[src/rtl/config_access_cfg.svh]
`ifndef CONFIG_ACCESS_CFG_SVH
`define CONFIG_ACCESS_CFG_SVH

// access port base addresses chosen by the latched strap
`define CFG_BASE_STRAP0     10'h3F0
`define CFG_BASE_STRAP1     10'h370
// data window sits one above the key/index address
`define CFG_DATA_OFFSET     10'h001
// key bytes
`define CFG_KEY_ENTER       8'h55
`define CFG_KEY_EXIT        8'hAA
// number of configuration registers and highest index
`define CFG_REG_COUNT       48
`define CFG_REG_LAST        8'h2F
// reset value of the index select register
`define CFG_INDEX_RESET     8'h00
// default contents of the register array at power up
`define CFG_DEFAULT_VALUE   8'h00

`endif

[src/rtl/config_access_pkg.sv]
package config_access_pkg;

    // run state versus configuration state
    typedef enum logic {
        RUN_STATE,
        CONFIG_STATE
    } access_state_t;

    typedef logic [7:0] cfg_byte_t;

endpackage

[src/rtl/config_access_state_machine.sv]
`timescale 1ns/1ps
`include "config_access_cfg.svh"

module config_access_state_machine
(
    input  wire logic         clk,
    input  wire logic         rst,
    input  wire logic         baseSelectStrap,
    input  wire logic [9:0]   ioAddr,
    input  wire logic [7:0]   ioWriteData,
    input  wire logic         ioWrite,
    input  wire logic         ioRead,
    output logic      [7:0]   ioReadData,
    output logic              ioReadValid,
    output logic              configActive,
    output logic              baseSelectLatched,
    output logic      [383:0] configRegisterFlat
);

    // pin inputs other than rst pass two flops before any logic reads them
    logic        strapMeta_q;
    logic        strapSync_q;
    logic [9:0]  addrMeta_q;
    logic [9:0]  addrSync_q;
    logic [7:0]  wdataMeta_q;
    logic [7:0]  wdataSync_q;
    logic [1:0]  strobeMeta_q;
    logic [1:0]  strobeSync_q;
    logic [1:0]  strobePrev_q;

    // state group
    config_access_pkg::access_state_t state_q;
    config_access_pkg::access_state_t state_d;
    logic                          rstSeen_q;
    logic                          rstSeen_d;
    logic                          baseLatched_q;
    logic                          baseLatched_d;
    config_access_pkg::cfg_byte_t  indexSelect_q;
    config_access_pkg::cfg_byte_t  indexSelect_d;
    logic [7:0]                    readData_q;
    logic [7:0]                    readData_d;
    logic                          readValid_q;
    logic                          readValid_d;

    // array is never reset so contents survive a reset; defaults load at power up only
    config_access_pkg::cfg_byte_t  configRegisterArray [0:`CFG_REG_COUNT-1]
                                   = '{default: `CFG_DEFAULT_VALUE};
    logic                          arrayWrite;

    // decoded strobes, one pulse per host access
    logic        writePulse;
    logic        readPulse;
    logic [9:0]  baseAddr;
    logic        hitKey;
    logic        hitData;
    logic        indexInRange;
    // qualified accesses per port and direction
    logic        keyWrite;
    logic        dataWrite;
    logic        keyRead;
    logic        dataRead;
    logic        keyIsEnter;
    logic        keyIsExit;

    // synchronisers for the asynchronous isa pins
    // address and data pass the same two flops, so they agree with the strobe edge
    always_ff @(posedge clk)
    begin
        strapMeta_q  <= baseSelectStrap;
        strapSync_q  <= strapMeta_q;
        addrMeta_q   <= ioAddr;
        addrSync_q   <= addrMeta_q;
        wdataMeta_q  <= ioWriteData;
        wdataSync_q  <= wdataMeta_q;
        strobeMeta_q <= {ioRead, ioWrite};
        strobeSync_q <= strobeMeta_q;
        strobePrev_q <= strobeSync_q;
    end

    // rising edge of each synchronised strobe marks one access
    // a strobe held high for many cycles still counts once
    assign writePulse   = strobeSync_q[0] & ~strobePrev_q[0];
    assign readPulse    = strobeSync_q[1] & ~strobePrev_q[1];
    assign baseAddr     = baseLatched_q ? `CFG_BASE_STRAP1 : `CFG_BASE_STRAP0;
    assign hitKey       = (addrSync_q == baseAddr);
    assign hitData      = (addrSync_q == baseAddr + `CFG_DATA_OFFSET);
    assign indexInRange = (indexSelect_q <= `CFG_REG_LAST);

    // one qualified strobe per port and direction
    assign keyWrite     = writePulse & hitKey;
    assign dataWrite    = writePulse & hitData;
    assign keyRead      = readPulse & hitKey;
    assign dataRead     = readPulse & hitData;

    // key bytes compared on synchronised data, settled before the strobe edge
    assign keyIsEnter   = (wdataSync_q == `CFG_KEY_ENTER);
    assign keyIsExit    = (wdataSync_q == `CFG_KEY_EXIT);

    // next-state logic for the access state machine and port answers
    always_comb
    begin
        state_d       = state_q;
        rstSeen_d     = rstSeen_q;
        baseLatched_d = baseLatched_q;
        indexSelect_d = indexSelect_q;
        readData_d    = readData_q;
        readValid_d   = 1'b0;
        arrayWrite    = 1'b0;
        // strap taken on the first clock after reset releases
        if (!rstSeen_q)
        begin
            rstSeen_d     = 1'b1;
            baseLatched_d = strapSync_q;
        end
        unique case (state_q)
            config_access_pkg::RUN_STATE:
            begin
                // index and data ports stay silent here
                if (keyWrite && keyIsEnter)
                begin
                    state_d = config_access_pkg::CONFIG_STATE;
                end
            end
            config_access_pkg::CONFIG_STATE:
            begin
                // the exit key shares the index address, so it is decoded first
                if (keyWrite)
                begin
                    if (keyIsExit)
                    begin
                        state_d = config_access_pkg::RUN_STATE;
                    end
                    else
                    begin
                        indexSelect_d = wdataSync_q;
                    end
                end
                else if (dataWrite)
                begin
                    // writes past the last index are dropped rather than wrapped
                    arrayWrite = indexInRange;
                end
                else if (keyRead)
                begin
                    readData_d  = indexSelect_q;
                    readValid_d = 1'b1;
                end
                else if (dataRead)
                begin
                    // out-of-range index reads as zero rather than aliasing
                    readData_d  = indexInRange ? configRegisterArray[indexSelect_q[5:0]]
                                               : 8'h00;
                    readValid_d = 1'b1;
                end
            end
        endcase
    end

    // state registers; reset returns to run state but not the array
    // the strap is retaken after every release, so a later change waits for reset
    always_ff @(posedge clk)
    begin
        if (rst)
        begin
            state_q       <= config_access_pkg::RUN_STATE;
            rstSeen_q     <= 1'b0;
            baseLatched_q <= 1'b0;
            indexSelect_q <= `CFG_INDEX_RESET;
            readData_q    <= 8'h00;
            readValid_q   <= 1'b0;
        end
        else
        begin
            state_q       <= state_d;
            rstSeen_q     <= rstSeen_d;
            baseLatched_q <= baseLatched_d;
            indexSelect_q <= indexSelect_d;
            readData_q    <= readData_d;
            readValid_q   <= readValid_d;
        end
    end

    // register array: power-up defaults only, writes in config state
    genvar gi;
    generate
        for (gi = 0; gi < `CFG_REG_COUNT; gi++)
        begin : gen_cfg_reg
            // a byte loads only from a data-port write that selects it
            always_ff @(posedge clk)
            begin
                if (arrayWrite && indexSelect_q[5:0] == 6'(gi))
                begin
                    configRegisterArray[gi] <= wdataSync_q;
                end
            end
            assign configRegisterFlat[gi*8 +: 8] = configRegisterArray[gi];
        end
    endgenerate

    // outputs come straight from flops, so no decode glitch reaches them
    assign ioReadData        = readData_q;
    assign ioReadValid       = readValid_q;
    assign configActive      = (state_q == config_access_pkg::CONFIG_STATE);
    assign baseSelectLatched = baseLatched_q;

endmodule // config_access_state_machine

[config.mk]
export PLATFORM = sky130hd
export DESIGN_NAME = config_access_state_machine
export DESIGN_NICKNAME = d
export VERILOG_FILES = /design/src/rtl/config_access_pkg.sv /design/src/rtl/config_access_state_machine.sv
export VERILOG_INCLUDE_DIRS = /design/src /design/src/rtl
export SDC_FILE = /design/constraint.sdc
export NUM_CORES = 1
export LEC_CHECK = 0
export BUFFER_PORTS_ARGS = -buffer_cell sky130_fd_sc_hd__buf_2
export CAP_MARGIN = 15
export CORE_MARGIN = 2
export CORE_UTILIZATION = 55
export DETAILED_ROUTE_END_ITERATION = 8
export PLACE_DENSITY = 0.89
export SYNTH_ARGS = -nofsm -noshare
export SYNTH_HDL_FRONTEND = slang
export SYNTH_SLANG_ARGS = --single-unit
[constraint.sdc]
create_clock -name clk -period 6.95 [get_ports clk]
set_input_delay 0.695 -clock clk [delete_from_list [all_inputs] [get_ports clk]]
set_output_delay 0.695 -clock clk [all_outputs]
set_load 0.03 [all_outputs]
==> impl_metrics.env, run 1 <==
export IMPL_synthArstFlopShare_pct=0
export IMPL_dieHeight_um=180
export IMPL_synth_distinct_cells=61
export IMPL_end_kind="flip-flop"
export IMPL_grt_pass1_wl_um=74600
export IMPL_intPower_w=0.00438
export IMPL_gp_congestion=0.900
export IMPL_met1_usage_pct=42.9
export IMPL_critPathKind="flip-flop to flip-flop"
export IMPL_layout_common_cells="buf_2 (417), edfxtp_1 (384), mux4_2 (92)"
export IMPL_fin_crit_ns=3.12
export IMPL_start_util_pct=55.9
export IMPL_root_buffer="clkbuf_16"
export IMPL_power_w=0.00541
export IMPL_synth_edf_count=384
export IMPL_cts_tree="yes"
export IMPL_use_met3_pct=5.84
export IMPL_grt_pass1_vias=10900
export IMPL_die_w_um=180
export IMPL_maxSlewHeadroom_pct=21.8
export IMPL_cts_resized=0
export IMPL_via_per_inst=6.41
export IMPL_hold_viol=0
export IMPL_rows=64
export IMPL_worstPathRequired_ns=7.35
export IMPL_grt_use_total_pct=31.4
export IMPL_slew_viol_final=0
export IMPL_ir_worst_vdd_uv=232
export IMPL_power_density_mw_per_mm2=258
export IMPL_mostFrequentLayoutCell="buf_2"
export IMPL_path_clk_slew_ns=0.06
export IMPL_drive_above_1_share_pct=45.3
export IMPL_fin_setup_tns_ns=0
export IMPL_fmax_mhz=321
export IMPL_cp_top_family="flip-flops"
export IMPL_crit_top_cell="o21ai_0"
export IMPL_antenna_left=0
export IMPL_grt_max_degree=68
export IMPL_synth_area_mm2=0.0171
export IMPL_clock_latency_ns=0.53
export IMPL_hold_buffers=0
export IMPL_core_area_mm2=0.0306
export IMPL_totalWireLength_um=51700
export IMPL_htreeDepth=2
export IMPL_post_cts_buffers=0
export IMPL_antenna_found_initial=0
export IMPL_synth_net_count=898
export IMPL_p_sw_w=0.00103
export IMPL_ioPinCount=418
export IMPL_dieArea_mm2=0.0325
export IMPL_power_frac_comb_pct=0.7
export IMPL_max_cap_violations=0
export IMPL_drt_iter0_markers=1426
export IMPL_finalClockSkew_ns=0.0140
export IMPL_dp_hpwl_um=35500
export IMPL_ys_top_cells_by_area="edfxtp_1 (67%), mux4_2 (12%), dfxtp_1 (8.2%)"
export IMPL_area_growth_pct=22.4
export IMPL_grt_busiest_layer="met2"
export IMPL_port_buffers=417
export IMPL_outcome="finished clean"
export IMPL_cp_slowest_cell="dfxtp_4"
export IMPL_clockPowerShare_pct=44.0
export IMPL_synth_seq_area_share_pct=75.6
export IMPL_final_nets=1328
export IMPL_cts_sinks=454
export IMPL_path_cells="buf_4, mux4_2, mux2i_1, o21ai_0, o21ai_0, o22ai_1"
export IMPL_synth_avg_cell_area_um2=19.5
export IMPL_arrival_ns=3.52
export IMPL_use_met2_pct=50.9
export IMPL_setup_viol=0
export IMPL_ys_seq_elements=454
export IMPL_routed_via_count=11100
export IMPL_routedWlPerCell_um=29.8
export IMPL_cp_num_buf_inv=1
export IMPL_drc=0
export IMPL_hold_path_class="input pin to flip-flop"
export IMPL_syn_inst=875
export IMPL_synth_top_area_share_pct=67.4
export IMPL_overflow=0
export IMPL_place_ws_ns=3.91
export IMPL_swShare_pct=19.0
export IMPL_startpoint_type="flip-flop"
export IMPL_seqPwrFrac_pct=55.3
export IMPL_cts_buffer_depth=3
export IMPL_finalCritPeriodShare_pct=44.8
export IMPL_first_pass_iters=5
export IMPL_p_leak_nw=7.49
export IMPL_tightest_slew_ns=1.17
export IMPL_synthFlopType="edfxtp_1"
export IMPL_fin_ws_ns=3.83
export IMPL_synth_area_leader_cell="edfxtp_1"
export IMPL_rsz0062_at_grt="no"
export IMPL_numCtsBuffers=44
export IMPL_max_stage_delay_ns=0.82
export IMPL_cp_max_fo=34
export IMPL_yosys_warnings=0
-- cells in the mapped netlist, drive strengths merged (2+ instances only) --
cell,count
nand3,10
nand2,42
o21ai,8
inv,6
mux4,92
o32ai,3
clkbuf,7
nand4b,3
or3,6
buf,32
nor3,4
nor2b,7
a21oi,11
dfxtp,70
a221oi,6
o41ai,2
and2,4
a32oi,9
mux2i,33
o211ai,5
and3,6
nor4b,4
a22oi,10
a31oi,2
and2b,2
nor4bb,3
nand3b,3
nor2,71
nor4,2
a211oi,4
nand4,2
o22ai,4
edfxtp,384
-- worst register-to-register path, cell delays in order (launching register included) --
cell and delay [ns]:
dfxtp_4 0.82, buf_4 0.68, mux4_2 0.64, mux2i_1 0.14, o21ai_0 0.14, o21ai_0 0.46
o22ai_1 0.12
-- through the flow --
| stage | utilization, % | cell area (um^2) | instances | hold WS (ns) |
|---|---|---|---|---|
| floorplan | - | 17100 | 875 | 0.310 |
| global placement | 63.7 | 19500 | 1655 | 0.310 |
| detailed placement | 63.7 | 19500 | 1655 | 0.312 |
| CTS | 68.5 | 20900 | 1734 | 0.248 |
| global route | 68.5 | 20900 | 1734 | 0.247 |
| finish | 68.5 | 20900 | 1735 | 0.258 |
-- sequential cells by signal, indices dropped and copies added (netlist names), named ones only --
register             flops
strobeMeta_q             2
strapSync_q              1
rstSeen_q                1
wdataMeta_q              8
strobeSync_q             2
indexSelect_q            8
baseSelectLatched        1
strobePrev_q             2
configRegisterArray    384
wdataSync_q              8
addrMeta_q              10
configActive             1
strapMeta_q              1
addrSync_q              10
ioReadData               8
ioReadValid              1
-- per-layer routing --
layer,vias up,wire length (um),part of all wire (%)
li1,4403,-,-
met1,5596,18300,35
met3,143,5980,12
met5,-,0,0
met2,982,25100,48
met4,0,2310,4.5
-- kinds of logic after synthesis --
logic type | synth area share [%]
muxes | 14.0
DFF | 75.6
AOI/OAI and AO/OA | 2.99
and+or+nand+nor | 5.52
buffers and inverters | 1.67
xor gates and xnor gates | 0.161
-- worst paths after layout --
check                  from             end  slack (ns)  cells after the start
max               flip-flop   ioReadData[6]        3.83                      6
min          ioWriteData[2]  wdataMeta_q[2]        0.26                      1
max reg2reg       flip-flop   ioReadData[6]        3.83                      6
min reg2reg   addrMeta_q[6]   addrSync_q[6]        0.32                      0
-- cell type report --
class | instances | area [um^2]
Clock inverter | 21 | 228
Fill cell | 1986 | 9650
Clock buffer | 58 | 1210
Antenna cell | 1 | 2.50
Multi-Input combinational cell | 375 | 3890
Timing Repair Buffer | 424 | 2140
Tap cell | 396 | 495
Inverter | 6 | 22.5
Sequential cell | 454 | 13000
-- power groups by stage --
stage | clock, W | sequential [W] | combinational [W]
after floorplan | 0 | 0.00304 | 0.00000986
after global placement | 0 | 0.00305 | 0.0000343
after detailed placement | 0 | 0.00305 | 0.0000355
after CTS | 0.00239 | 0.00299 | 0.0000355
after global routing | 0.00251 | 0.00299 | 0.0000384
final | 0.00238 | 0.00299 | 0.0000362
Note: power is estimated with default switching activity, not from simulation.
==> run 2: changes to the inputs <==
Settings changed: ABC_AREA set to 1, CORE_UTILIZATION 55 to 49, PLACE_DENSITY 0.89 to 0.83.
Clock period 6.95 ns to 2.5 ns, I/O delays scaled along.
==> run 2 against run 1 <==
Sequential share of layout area is 5.9 points lower. Clock skew is 0.010 ns higher. Total power grew to 2.8 times the previous value. Die area is 21% higher. Cell count is 60% higher. Worst setup slack worse by 3.6 ns. Fmax is 35% higher. Worst hold slack better by 0.064 ns. Via count is 37% higher. Largest cell class unchanged. Clock-buffer cell count is 3 lower. First-iteration DRC count is 35% higher.
==> impl_metrics.env, run 2 <==
export IMPL_r2r_end="configRegisterArray[13][1]"
export IMPL_synth_common_cells="nand2_1 (527), edfxtp_1 (384), nand3_1 (259)"
export IMPL_tightest_slew_ns=0.813
export IMPL_num_antenna_cells=0
export IMPL_dieArea_mm2=0.0393
export IMPL_grt_use_total_pct=32.0
export IMPL_end_kind="flip-flop"
export IMPL_maxSlewHeadroom_pct=45.8
export IMPL_grt_busiest_layer="met2"
export IMPL_fin_setup_tns_ns=0
export IMPL_finalCritPeriodShare_pct=92.5
export IMPL_synth_top_area_share_pct=62.3
export IMPL_path_clk_slew_ns=0.06
export IMPL_placed_area_mm2=0.0214
export IMPL_drt_iter0_markers=1923
export IMPL_clock_latency_ns=0.56
export IMPL_met1_usage_pct=41.3
export IMPL_r2r_start="baseSelectLatched"
export IMPL_slew_viol_final=0
export IMPL_layout_common_cells="nand2_1 (527), buf_2 (417), edfxtp_1 (384)"
export IMPL_crit_end="configRegisterArray[13][1]"
export IMPL_startpoint_type="flip-flop"
export IMPL_reg_top3="configRegisterArray: 384 flops, addrMeta_q: 10 flops, addrSync_q: 10 flops"
export IMPL_grt_pass1_wl_um=91900
export IMPL_numCtsBuffers=45
export IMPL_htreeDepth=2
export IMPL_grt_pass1_vias=14700
export IMPL_final_nets=2246
export IMPL_num_fill_cells=2952
export IMPL_synth_area_mm2=0.0185
export IMPL_synth_edf_count=384
export IMPL_start_util_pct=49.5
export IMPL_ir_worst_vdd_uv=469
export IMPL_gp_congestion=0.998
export IMPL_via_per_inst=5.51
export IMPL_arrival_ns=2.59
export IMPL_root_buffer="clkbuf_16"
export IMPL_post_cts_buffers=0
export IMPL_syn_inst=1747
export IMPL_antenna_left=0
export IMPL_port_buffers=417
export IMPL_rsz0062_at_grt="no"
export IMPL_r2r_slack_ns=0.19
export IMPL_cts_buffer_depth=3
export IMPL_reg2regPathDepth=8
export IMPL_synth_avg_cell_area_um2=10.6
export IMPL_yosys_warnings=0
export IMPL_ys_top_cells_by_area="edfxtp_1 (62%), nand2_1 (11%), dfxtp_1 (7.6%)"
export IMPL_hold_viol=0
export IMPL_finalClockSkew_ns=0.0242
export IMPL_largest_reg_flops=384
export IMPL_synthFlopType="edfxtp_1"
export IMPL_power_density_mw_per_mm2=665
export IMPL_area_growth_pct=25.1
export IMPL_setup_viol=0
export IMPL_core_area_mm2=0.0374
export IMPL_hold_buffers=22
export IMPL_worstSetupStartpoint="baseSelectLatched"
export IMPL_fin_area_mm2=0.0231
export IMPL_rows=71
export IMPL_fin_crit_ns=2.31
export IMPL_dp_hpwl_um=44300
export IMPL_cp_max_fo=8
export IMPL_drc=0
export IMPL_synth_area_leader_cell="edfxtp_1"
export IMPL_die_w_um=198
export IMPL_routedWlPerCell_um=23.0
export IMPL_outcome="finished clean"
export IMPL_drive_above_1_share_pct=26.3
export IMPL_max_cap_violations=0
export IMPL_top_register="configRegisterArray"
export IMPL_first_pass_iters=6
export IMPL_cts_resized=0
export IMPL_synth_distinct_cells=27
export IMPL_overflow=0
export IMPL_dieHeight_um=198
export IMPL_p_leak_nw=10.0
export IMPL_synthArstFlopShare_pct=0
export IMPL_use_met2_pct=50.8
export IMPL_synth_most_common_cell="nand2_1"
export IMPL_synth_seq_area_share_pct=69.9
export IMPL_ys_seq_elements=454
export IMPL_grt_max_degree=55
export IMPL_routed_via_count=15200
export IMPL_synth_net_count=1770
export IMPL_cts_sinks=454
export IMPL_use_met3_pct=7.14
export IMPL_antenna_found_initial=0
export IMPL_worstPathRequired_ns=2.77
export IMPL_mostFrequentLayoutCell="nand2_1"
export IMPL_cts_tree="yes"
export IMPL_hold_path_class="input pin to flip-flop"
export IMPL_critPathKind="flip-flop to flip-flop"
export IMPL_totalWireLength_um=63600
export IMPL_fmax_mhz=433
export IMPL_ioPinCount=418
-- run 2: worst min-delay path by stage --
stage | slack, ns | cells past startpoint | endpoint | start
2_1_floorplan | 0.28 | 0 | addrMeta_q[0] | ioAddr[0]
3_3_place_gp | 0.31 | 0 | addrSync_q[9] | addrMeta_q[9]
3_5_place_dp | 0.31 | 0 | wdataSync_q[1] | wdataMeta_q[1]
4_1_cts | 0.29 | 2 | addrMeta_q[1] | ioAddr[1]
5_1_grt | 0.32 | 2 | addrMeta_q[7] | ioAddr[7]
6_report | 0.32 | 2 | strobeMeta_q[0] | ioWrite
-- run 2: logic make-up (layout without fill, tap and decap cells) --
family	Yosys count	count (layout)	share of synthesized area, %
flops	454	454	69.9
simple gates	931	931	21.0
buf+inv	284	795	6.82
compound gates	77	77	2.23
xor+xnor	1	1	0.0473
-- run 2: cell type report --
cell class,count,area [um^2],area share (%)
Tap cell,511,639,2.76
Clock buffer,55,1280,5.54
Clock inverter,27,233,1.01
Inverter,196,741,3.20
Sequential cell,454,12900,55.9
Multi-Input combinational cell,1009,4310,18.6
Timing Repair Buffer,517,2990,12.9
-- run 2: per-stage QoR --
| step | hold slack, ns | utilization [%] | power [W] | worst slack [ns] | cells |
|---|---|---|---|---|---|
| 6_report | 0.321 | 61.9 | 0.0154 | 0.188 | 2769 |
| 2_1_floorplan | 0.278 | - | 0.00848 | 0.297 | 1747 |
| 4_1_cts | 0.290 | 61.9 | 0.0154 | 0.186 | 2769 |
| 3_5_place_dp | 0.312 | 57.3 | 0.00860 | 0.206 | 2665 |
| 3_3_place_gp | 0.313 | 57.3 | 0.00859 | 0.221 | 2665 |
| 5_1_grt | 0.320 | 61.9 | 0.0157 | 0.0405 | 2769 |
-- run 2: layer usage --
| metal | part of all wire [%] | up-vias |
|---|---|---|
| li1 | - | 6719 |
| met1 | 36 | 7139 |
| met2 | 47 | 1185 |
| met3 | 12 | 203 |
| met4 | 5.5 | 0 |
| met5 | 0 | - |
-- run 2: power breakdown --
| group | total (W) | internal (W) | switching (W) |
|---|---|---|---|
| sequential | 0.00825 | 0.00823 | 0.0000143 |
| combinational | 0.000223 | 0.0000515 | 0.000172 |
| clock | 0.00691 | 0.00398 | 0.00293 |
| total | 0.0154 | 0.0123 | 0.00312 |
-- run 2: critical path, cell delays in order (launching register included) --
cell and delay [ns]:
dfxtp_1 0.37, xor2_1 0.18, nand3_2 0.15, nor3_2 0.13
nand3_1 0.24, nor2_4 0.28, nand3_1 0.20, nor2_1 0.25
buf_4 0.23
